### config.mk
export PLATFORM = sky130hd
export DESIGN_NAME = drcsc_top
export DESIGN_NICKNAME = d
export VERILOG_FILES = /design/src/drcsc_pkg.sv /design/src/drcsc_top.sv /design/src/drcsc_divider.sv
export VERILOG_INCLUDE_DIRS = /design/src
export SDC_FILE = /design/constraint.sdc
export NUM_CORES = 1
export LEC_CHECK = 0
export ABC_CLOCK_PERIOD_IN_PS = 4300
export BUFFER_PORTS_ARGS = -buffer_cell sky130_fd_sc_hd__buf_4
export CORE_MARGIN = 2
export CORE_UTILIZATION = 48
export DETAILED_ROUTE_END_ITERATION = 7
export PLACE_DENSITY = 0.75
export SYNTH_ARGS = -nofsm -noshare
export SYNTH_HDL_FRONTEND = slang
export SYNTH_SLANG_ARGS = --single-unit
### constraint.sdc
create_clock -name pclk -period 4.3 [get_ports pclk]
set_input_delay 0.86 -clock pclk [delete_from_list [all_inputs] [get_ports pclk]]
set_output_delay 0.86 -clock pclk [all_outputs]
set_load 0.05 [all_outputs]
### src/drcsc_defines.svh
// Register map, field positions, reset values and warm-up counts
`ifndef DRCSC_DEFINES_SVH
`define DRCSC_DEFINES_SVH

// Register indices; byte address is four times the index
`define DRCSC_OSCILLATOR_MODE_CONTROL_INDEX      10'h095
`define DRCSC_STATUS_INDEX    10'h096

// Field positions in the oscillator mode control register
`define DRCSC_STOP_BIT        1
`define DRCSC_LOWSEL_BIT      2
`define DRCSC_MODE_LSB        3
`define DRCSC_MODE_MSB        4

// Reset value of each control bit
`define DRCSC_STOP_RESET      1'b0
`define DRCSC_LOWSEL_RESET    1'b0
`define DRCSC_MODE_RESET      2'h0

// CPU mode field encodings
`define DRCSC_MODE_NORMAL     2'h0
`define DRCSC_MODE_SLEEP      2'h1
`define DRCSC_MODE_GREEN      2'h2
`define DRCSC_MODE_RESERVED   2'h3

// Warm-up lengths in fast oscillator cycles
`define DRCSC_WARM_RESET_CYC  12'h800
`define DRCSC_WARM_WAKE_CYC   12'h020

// Slow mode divisor minus one (divide by four)
`define DRCSC_SLOW_DIV_M1     8'h03

`endif

### src/drcsc_pkg.sv
// Types shared by the clock control block
package drcsc_pkg;

    // Operating state, Gray coded along warm, run, sleep
    typedef enum logic [1:0] {
        DRCSC_WARM  = 2'h0,
        DRCSC_RUN   = 2'h1,
        DRCSC_SLEEP = 2'h3,
        DRCSC_GREEN = 2'h2
    } drcsc_state_t;

endpackage

### src/drcsc_top.sv
// Dual RC system clock control with APB register access
//
// Added by the designer: the APB register port.
`include "drcsc_defines.svh"

//
// Behaviour
// (RULE1) Normal mode: fast clock divided 1 to 128
// (RULE2) Slow mode: slow clock divided by four
// (RULE3) Selected source feeds the rate divider
// (RULE4) Fast oscillator runs only with 16M option
// (RULE5) Slow oscillator clocks watchdog and slow mode
// (RULE6) Slow oscillator stops only sleep or green-slow-nowdt
// (RULE7) Control register at 095H, unused bits zero
// (RULE8) Stop bit set halts the fast oscillator
// (RULE9) Low clock select picks slow system clock
// (RULE10) Mode field: normal, sleep, green, reserved
// (RULE11) Resets warm up 2048 fast cycles
// (RULE12) Sleep wake-up warms up 32 fast cycles
// (RULE13) No extra fast oscillator start-up delay
// (RULE14) Sleep wake clears bit, resumes normal mode
// (RULE15) Green wake clears bit, keeps prior mode
// (RULE16) Slow mode leaves fast oscillator running
module drcsc_top
    import drcsc_pkg::*;
#(
    parameter int DIV_W = 8        // Divider counter width
) (
    input  wire logic        pclk,
    input  wire logic        presetn,
    input  wire logic        psel,
    input  wire logic        penable,
    input  wire logic        pwrite,
    input  wire logic [11:0] paddr,
    input  wire logic [31:0] pwdata,
    output logic      [31:0] prdata,
    output logic             pready,
    output logic             pslverr,
    input  wire logic        fast_osc_level,     // Fast oscillator pin
    input  wire logic        slow_osc_level,     // Slow oscillator pin
    input  wire logic        wake_pin,           // Wake-up source pin
    input  wire logic        internal_16m_option,
    input  wire logic [2:0]  fcpu_div_option,    // Divide by 2**n
    input  wire logic        watchdog_enable,
    output logic             fast_osc_enable,
    output logic             slow_osc_enable,
    output logic             watchdog_clk_tick,
    output logic             cpu_cycle_tick,
    output logic             core_run,
    output logic             sys_clk_slow
);

    // Three-stage synchronisers for the asynchronous pins
    logic [2:0] sync1;             // Metastability stage only
    logic [2:0] sync2;
    logic [2:0] sync3;
    logic [2:0] stable;            // Last agreed level
    logic [2:0] next_stable;
    logic [2:0] rise;              // Agreed rising edges
    wire logic  fast_edge = rise[0];
    wire logic  slow_edge = rise[1];
    wire logic  wake      = rise[2];
    // Control register fields
    logic       fast_stop;
    logic       low_sel;
    logic [1:0] cpu_mode;
    logic       next_fast_stop;
    logic       next_low_sel;
    logic [1:0] next_cpu_mode;
    // Mode state and warm-up counter
    drcsc_state_t state;
    drcsc_state_t next_state;
    logic [11:0]  warm_cnt;
    logic [11:0]  next_warm_cnt;
    // Bus slave registers
    logic        acc;              // Write or read takes effect
    logic        hit_oscillator_mode_control;
    logic        hit_status;
    logic [31:0] next_prdata;
    logic        next_pready;
    logic        next_pslverr;
    // Registered outputs
    logic       next_fast_en;
    logic       next_slow_en;
    logic       next_wdt_tick;
    logic       next_core_run;
    logic       next_sys_slow;
    logic       src_tick;
    logic [7:0] div_m1;
    // Divisor for normal mode, 2**option minus one
    function automatic logic [7:0] fast_div_m1(input logic [2:0] opt);
        fast_div_m1 = 8'(({1'b0, 8'h01} << opt) - 9'h001);
    endfunction
    // Synchroniser: a change counts once stages two and three agree
    always_comb begin
        next_stable = (stable & (sync2 ^ sync3)) | (sync3 & ~(sync2 ^ sync3));
        rise        = sync2 & sync3 & ~stable;
    end

    always_ff @(posedge pclk or negedge presetn) begin
        if (!presetn) begin
            sync1  <= 3'h0;
            sync2  <= 3'h0;
            sync3  <= 3'h0;
            stable <= 3'h0;
        end else begin
            sync1  <= {wake_pin, slow_osc_level, fast_osc_level};
            sync2  <= sync1;
            sync3  <= sync2;
            stable <= next_stable;
        end
    end

    // Bus decode; index compared, byte lanes below word ignored
    assign hit_oscillator_mode_control   = (paddr[11:2] == `DRCSC_OSCILLATOR_MODE_CONTROL_INDEX);
    assign hit_status = (paddr[11:2] == `DRCSC_STATUS_INDEX);
    assign acc        = psel & penable & pready;

    // Mode sequencing and control register next values
    always_comb begin
        next_state     = state;
        next_warm_cnt  = warm_cnt;
        next_fast_stop = fast_stop;
        next_low_sel   = low_sel;
        next_cpu_mode  = cpu_mode;
        case (state)
            DRCSC_WARM: begin
                // Count fast edges directly, no start-up gap
                if (fast_edge) begin                         // RULE13
                    if (warm_cnt <= 12'h001) begin
                        next_state = DRCSC_RUN;              // RULE11
                    end else begin
                        next_warm_cnt = warm_cnt - 12'h001;
                    end
                end
            end
            DRCSC_RUN: begin
                if (cpu_mode == `DRCSC_MODE_SLEEP) begin
                    next_state = DRCSC_SLEEP;                // RULE10
                end else if (cpu_mode == `DRCSC_MODE_GREEN) begin
                    next_state = DRCSC_GREEN;                // RULE10
                end
            end
            DRCSC_SLEEP: begin
                if (wake) begin
                    // Back to normal mode with the stop bit cleared
                    next_state     = DRCSC_WARM;
                    next_warm_cnt  = `DRCSC_WARM_WAKE_CYC;   // RULE12
                    next_cpu_mode  = `DRCSC_MODE_NORMAL;     // RULE14
                    next_low_sel   = 1'b0;                   // RULE14
                    next_fast_stop = 1'b0;
                end
            end
            DRCSC_GREEN: begin
                if (wake) begin
                    // Clock selection kept, so the prior normal or slow mode resumes
                    next_state    = DRCSC_RUN;
                    next_cpu_mode = `DRCSC_MODE_NORMAL;      // RULE15
                end
            end
            default: begin
                next_state = DRCSC_WARM;
            end
        endcase
        // Software write; reserved mode code leaves the field as is
        if (acc && pwrite && hit_oscillator_mode_control) begin                 // RULE7
            next_fast_stop = pwdata[`DRCSC_STOP_BIT];        // RULE8
            next_low_sel   = pwdata[`DRCSC_LOWSEL_BIT];      // RULE9
            if (pwdata[`DRCSC_MODE_MSB:`DRCSC_MODE_LSB]
                    != `DRCSC_MODE_RESERVED) begin
                next_cpu_mode =
                    pwdata[`DRCSC_MODE_MSB:`DRCSC_MODE_LSB]; // RULE10
            end
        end
    end

    always_ff @(posedge pclk or negedge presetn) begin
        if (!presetn) begin
            state     <= DRCSC_WARM;
            warm_cnt  <= `DRCSC_WARM_RESET_CYC;              // RULE11
            fast_stop <= `DRCSC_STOP_RESET;                  // RULE7
            low_sel   <= `DRCSC_LOWSEL_RESET;
            cpu_mode  <= `DRCSC_MODE_RESET;
        end else begin
            state     <= next_state;
            warm_cnt  <= next_warm_cnt;
            fast_stop <= next_fast_stop;
            low_sel   <= next_low_sel;
            cpu_mode  <= next_cpu_mode;
        end
    end

    // APB answer: data and ready prepared in the setup cycle
    always_comb begin
        next_pready  = psel & ~penable;
        next_pslverr = psel & ~penable & ~(hit_oscillator_mode_control | hit_status);
        next_prdata  = 32'h0000_0000;
        if (psel && !penable && !pwrite) begin
            if (hit_oscillator_mode_control) begin
                // Bits 7..5 and 0 always read zero
                next_prdata[`DRCSC_STOP_BIT]   = fast_stop;   // RULE7
                next_prdata[`DRCSC_LOWSEL_BIT] = low_sel;
                next_prdata[`DRCSC_MODE_MSB:`DRCSC_MODE_LSB] = cpu_mode;
            end else if (hit_status) begin
                // Live state: mode state, enables, core running
                next_prdata[1:0] = state;
                next_prdata[2]   = fast_osc_enable;
                next_prdata[3]   = slow_osc_enable;
                next_prdata[4]   = core_run;
            end
        end
    end

    always_ff @(posedge pclk or negedge presetn) begin
        if (!presetn) begin
            prdata  <= 32'h0000_0000;
            pready  <= 1'b0;
            pslverr <= 1'b0;
        end else begin
            prdata  <= next_prdata;
            pready  <= next_pready;
            pslverr <= next_pslverr;
        end
    end

    // Oscillator enables and clock routing
    always_comb begin
        // Slow mode does not stop the fast oscillator by itself
        next_fast_en = internal_16m_option & ~fast_stop     // RULE4 RULE8
                       & (state != DRCSC_SLEEP);            // RULE16
        // Slow oscillator off only in sleep or green-slow-nowdt
        next_slow_en = !((state == DRCSC_SLEEP) ||
                         (state == DRCSC_GREEN && low_sel &&
                          !watchdog_enable));                // RULE6
        next_wdt_tick = slow_edge & slow_osc_enable;         // RULE5
        next_core_run = (next_state == DRCSC_RUN);
        next_sys_slow = low_sel;                             // RULE9
    end

    always_ff @(posedge pclk or negedge presetn) begin
        if (!presetn) begin
            fast_osc_enable   <= 1'b0;
            slow_osc_enable   <= 1'b1;
            watchdog_clk_tick <= 1'b0;
            core_run          <= 1'b0;
            sys_clk_slow      <= 1'b0;
        end else begin
            fast_osc_enable   <= next_fast_en;
            slow_osc_enable   <= next_slow_en;
            watchdog_clk_tick <= next_wdt_tick;
            core_run          <= next_core_run;
            sys_clk_slow      <= next_sys_slow;
        end
    end

    // Source select and divisor; slow ignores the option
    assign src_tick = low_sel ? (slow_edge & slow_osc_enable)  // RULE3 RULE5
                              : (fast_edge & fast_osc_enable);
    assign div_m1   = low_sel ? `DRCSC_SLOW_DIV_M1           // RULE2
                              : fast_div_m1(fcpu_div_option); // RULE1

    drcsc_divider #(
        .WIDTH      (DIV_W)
    ) u_div (
        .pclk       (pclk),
        .presetn    (presetn),
        .enable     (core_run),
        .src_tick   (src_tick),
        .divisor_m1 (DIV_W'(div_m1)),
        .cpu_tick   (cpu_cycle_tick)
    );
endmodule

### src/drcsc_divider.sv
// Instruction cycle divider counting source oscillator edges
module drcsc_divider
    import drcsc_pkg::*;
#(
    parameter int WIDTH = 8
) (
    input  wire logic             pclk,
    input  wire logic             presetn,
    input  wire logic             enable,
    input  wire logic             src_tick,
    input  wire logic [WIDTH-1:0] divisor_m1,
    output logic                  cpu_tick
);

    logic [WIDTH-1:0] count;       // Source edges seen in this cycle
    logic [WIDTH-1:0] next_count;
    logic             next_cpu_tick;

    // Count source edges, pulse once per full divisor
    always_comb begin
        next_count    = count;
        next_cpu_tick = 1'b0;
        if (!enable) begin
            // Halted core restarts with a fresh cycle
            next_count = '0;
        end else if (src_tick) begin
            if (count >= divisor_m1) begin
                next_count    = '0;
                next_cpu_tick = 1'b1;
            end else begin
                next_count = count + {{(WIDTH-1){1'b0}}, 1'b1};
            end
        end
    end

    // Register counter and pulse
    always_ff @(posedge pclk or negedge presetn) begin
        if (!presetn) begin
            count    <= '0;
            cpu_tick <= 1'b0;
        end else begin
            count    <= next_count;
            cpu_tick <= next_cpu_tick;
        end
    end

endmodule

# Yosys cells after proc, flatten, opt, wreduce, memory -nomap -nowiden
# Cells that the tools add are included.
# classes
addsub	3
n_lt_le_gt_ge	2
n_eq_ne	14
shift	1
muxes	31
n_bitwise	20
n_reduce_logical	18
# op_table
op	n
$mux 12	3
$mux 8	4
$pmux 12 s2	1
$eq 10x8->1 const B	2
$mux 2	10
$and 3x3->3	4
$le 12x1->1 const B	1
$sub 12x1->12 const B	1
$mux 5	2
$ne 2x2->1 const B	5
$mux 1	9
$add 8x1->8 const B	1
$and 1x1->1	8
$ge 8x8->1	1
$pmux 2 s4	1
$shl 1x3->8 const A	1
$sub 8x1->8 const B	1
$eq 2x1->1 const B	3
$eq 2x2->1 const B	3
$logic_and 1x1->1	6
$not 3->3	2
$reduce_bool 2->1	3
$logic_not 1->1	4
$mux 4	1
other kinds (10)	12
# word_totals
register_bits	51
inputBits	57
out_inout_bits	40
word_cells	108

# Longest topological paths before layout
# logic_depth
word_depth	7
ltp_mapped	8
mapped_depth_nobuf	7

# Hierarchy
# A second synthesis with hierarchy kept.
# unflattened
hier_cells	279
hier_area_um2	2803.9
# modules_own_cells
mod	instances	cells_per_inst	area_each_um2	seq_area_each_um2
drcsc_top	1	211	2160.8	1053.5
drcsc_divider	1	68	643.1	225.2

# Worst setup path after synthesis
# Ideal clock, no wire load.
# synth_timing
path_kind	input-to-reg
startpoint	input fcpu_div_option[1]
endpoint	register u_div.count[2]
setup_ps	116
arrival_time_ps	2443
t_required_ps	4184
setup_slack_ps	1742
path_stages	7
path_buffers	0
cell_sequence	a21oi_1 > or2_2 > ha_1 > a211oi_1 > o21a_1 > o21ai_0 > o311ai_0
# synth_via
elab_chain_len	7
# synth_lines
item	line_no	text
start, declared	drcsc_top.sv:43	input wire logic [2:0] fcpu_div_option,
$shl 1x3->8	drcsc_top.sv:92	fast_div_m1 = 8'(({1'b0, 8'h01} << opt) - 9'h001);
$sub 8x1->8	drcsc_top.sv:92	
$mux 8	drcsc_top.sv:259	assign div_m1 = low_sel ? `DRCSC_SLOW_DIV_M1
$ge 8x8->1	drcsc_divider.sv:27	if (count >= divisor_m1) begin
$mux 8	drcsc_divider.sv:27	
$mux 8	drcsc_divider.sv:26	end else if (src_tick) begin
$mux 8	drcsc_divider.sv:23	if (!enable) begin
end signal, assigned	drcsc_divider.sv:42	count <= next_count;
end, declared	drcsc_divider.sv:15	logic [WIDTH-1:0] count;
# No other way between the ends. The select of a mux whose other input is x is not followed.
# A chain may end at the register's enable or synchronous reset.

# Worst setup path in the final report
# layout_timing
startpoint	input fcpu_div_option[2]
endpoint	register u_div.count[6]
# Same word-level chain as after synthesis.

==> qor.yml <==
status:
  status: "finished, final reports clean"
worst_hold_path:
  hold_depth: 0
  hold_path.startpoint: "sync1[0]$_DFF_PN0_"
  hold_path.class: "flop to flop"
logic_synthesis:
  synthArstFlopShare_pct: 100
  ys_warn_count: 0
  avgSynthCellArea_um2: 9.85
  syn_area_mm2: 0.00302
  synth_edf_count: 0
  yosysSeqAreaShare_pct: 42.3
  ys_ff_latch: 51
  synth.distinct_cells: 62
  syn_inst: 307
  synth_top_flop_cell: "dfrtp_1"
die:
  initial_utilization_pct: 50.5
  rows: 28
  io_pins: 97
  die_h_um: 83.4
  die_x_um: 83.4
  dieArea_mm2: 0.00695
  core_mm2: 0.00599
pwr:
  p_comb_share_pct: 33.2
  powerDensity_mw_per_mm2: 456
  p_sw_share_pct: 38.7
  vdd_ir_drop_max_v: 0.000275
  p_leak_nw: 1.52
  p_int_mw: 0.938
  p_sw_mw: 0.591
  finalPower_mw: 1.53
  p_seq_share_pct: 45.5
  clkPwrFrac_pct: 21.2
grt:
  grt_pass1_vias: 2145
  grt_use_total_pct: 17.2
  grt_pass1_wl_um: 9860
  grt_overflow_total: 0
  antenna_found_initial: 0
  grt_max_degree: 52
placement:
  dp_cells: 409
  io_buffers: 39
  gp_congestion: 0.830
  dp_hpwl_um: 4210
cells_and_area:
  most-common-layout-cells: "dfrtp_1 (49), buf_4 (39), conb_1 (28)"
  fin_nets: 412
  syn_to_final_growth_pct: 10.8
  layout_commonest_cell: "dfrtp_1"
  final_cells: 416
  drive_gt1_share_pct: 15.8
  n_antenna_cell: 0
critical_path:
  cp_slowest_cell: "o21ai_0"
  reg2reg_from: "low_sel$_DFFE_PN0P_"
  worstPathArrival_ns: 2.89
  crit_start: "fcpu_div_option[2]"
  rr_worst_depth: 7
  slowest_delay_ns: 0.63
  setup.worst_path.start_class: "primary input"
  crit_chain: "buf_4, nor2b_1, nand3_1, ha_1, and2_1, o2111ai_1, o21ai_0, o221ai_1"
  path_class: "primary input to flop"
  cp-end-kind: "flop"
  crit_path_max_fanout: 6
  required_ns: 4.45
flow_run:
  maxCapViolCount: 0
detailed_routing:
  vias_per_cell: 5.68
  drc: 0
  wire_per_inst_um: 13.9
  drt-pass1-iter-count: 4
  drtIter0Drc: 142
  antenna_left: 0
  wirelength_um: 5790
  num_vias: 2363
sta:
  finalSetupViolCount: 0
  worst_pin_slew_ns: 0.846
  finalSetupTns_ns: 0
  grt_setup_unrepaired: "false"
  min_period_over_period_pct: 63.8
  max_slew_margin_pct: 43.6
  hold_violations: 0
  min_period_ns: 2.74
  fmax_mhz: 365
  drv_slew: 0
  finClkSkew_ns: 0.00234
cts:
  root_buffer: "clkbuf_8"
  clock_sinks: 51
  worstSkewPairLatency_ns: 0.31
  cts_tree: "yes"
  cts_buffers: 5
  clock_path_buffers: 2
  htree_levels: 2
  cts_hold_buf: 0
  cts_resized: 0
  clk_pin_slew_ns: 0.09
  post-cts-setup-buffer-count: 0
-- power by group through the flow --
stage	clock (mW)	combinational [mW]	sequential (mW)
final	0.324	0.508	0.696
after global routing	0.355	0.560	0.715
after CTS	0.335	0.505	0.694
after detailed placement	0	0.503	0.701
after global placement	0	0.492	0.698
after floorplan	0	0.444	0.667
-- synth_stat cells, types with 2 or more instances --
master	count	share of area (%)
and3b_1	2	0.58
o31ai_1	4	0.99
o2111a_1	2	0.74
nor3b_1	3	0.74
clkbuf_1	8	0.99
conb_1	2	0.25
nand2_1	24	3.0
mux2i_1	5	1.7
nand4_1	3	0.62
dfrtp_1	49	41
buf_6	2	0.74
o21ai_0	9	1.5
mux2_2	3	1.1
ha_1	14	5.8
and2_1	4	0.83
nor4bb_1	2	0.66
dfstp_2	2	1.7
a22oi_1	6	1.5
o221ai_1	3	0.87
o211ai_1	3	0.74
nand3_1	13	2.2
nor2_1	20	2.5
and4_1	3	0.87
o2111ai_1	6	1.7
a2bb2oi_1	2	0.58
nor3_1	3	0.50
a21boi_0	2	0.50
a211oi_1	5	1.2
a2111o_1	2	0.74
a21oi_1	8	1.3
nand2b_1	9	1.9
nor4b_1	5	1.4
o2bb2ai_1	2	0.58
nor2b_1	7	1.4
inv_1	10	1.2
or4_1	4	0.99
buf_4	27	6.7
o21a_1	2	0.50
a32oi_1	3	0.87
nand4b_1	2	0.58
-- final timing paths --
check / endpoint / slack [ns]
worst max register to register: u_div.count[6]$_DFFE_PN0P_ / 1.66
max in group asynchronous: warm_cnt[2]$_DFFE_PN0P_ / 3.32
min in group asynchronous: pready$_DFF_PN0_ / 0.56
worst min register to register: sync2[0]$_DFF_PN0_ / 0.36
worst max-delay path: u_div.count[6]$_DFFE_PN0P_ / 1.56
worst min-delay path: sync2[0]$_DFF_PN0_ / 0.36
-- area by class of cell --
class / count / area, um^2
Fill cell: 537 / 2640
Multi-Input combinational cell: 234 / 1550
Sequential cell: 51 / 1280
Timing Repair Buffer: 39 / 293
Tap cell: 75 / 93.8
Clock buffer: 6 / 72.6
Inverter: 10 / 37.5
Clock inverter: 1 / 30.0
-- sequential cells by signal, summed over array words and instances (netlist names), 2 cells and up, named ones only --
| signal | cells |
|---|---|
| warm_cnt | 12 |
| sync3 | 3 |
| prdata | 5 |
| u_div.count | 8 |
| sync2 | 3 |
| state | 2 |
| cpu_mode | 2 |
| sync1 | 3 |
-- worst max-delay path, delay by kind of cell --
family          cells  cell delay [ns]
compound gates      3             1.13
buf+inv             1             0.09
simple gates        3             0.49
fa+ha+maj           1             0.30
-- layer usage --
metal	vias up	wire [um]	track usage [%]
li1	1160	-	-
met1	1138	2630	22.6
met2	56	2820	28.2
met3	9	242	3.08
met4	0	104	6.56
met5	-	0	0
-- cell families (layout without fill, tap and decap cells) --
family          Yosys count  count (layout)  synth area share, %
simple gates            112             112                 20.8
xor+xnor                  2               2                0.579
fa+ha+maj                14              14                 5.79
other cells               2              28                0.248
mux                       8               8                 2.77
compound gates           70              70                 17.7
flops                    51              51                 42.3
buf+inv                  48              56                 9.85
-- metrics by stage --
stage	setup slack, ns	util, %	instance area, um^2	hold slack, ns
after detailed placement	1.24	54.2	3250	0.340
after CTS	1.58	55.9	3350	0.359
after global routing	1.38	55.9	3350	0.364
after global placement	1.34	54.2	3250	0.334
after floorplan	1.74	-	3120	0.331
final	1.56	55.9	3350	0.360
Power figures use the tool's default switching activity.
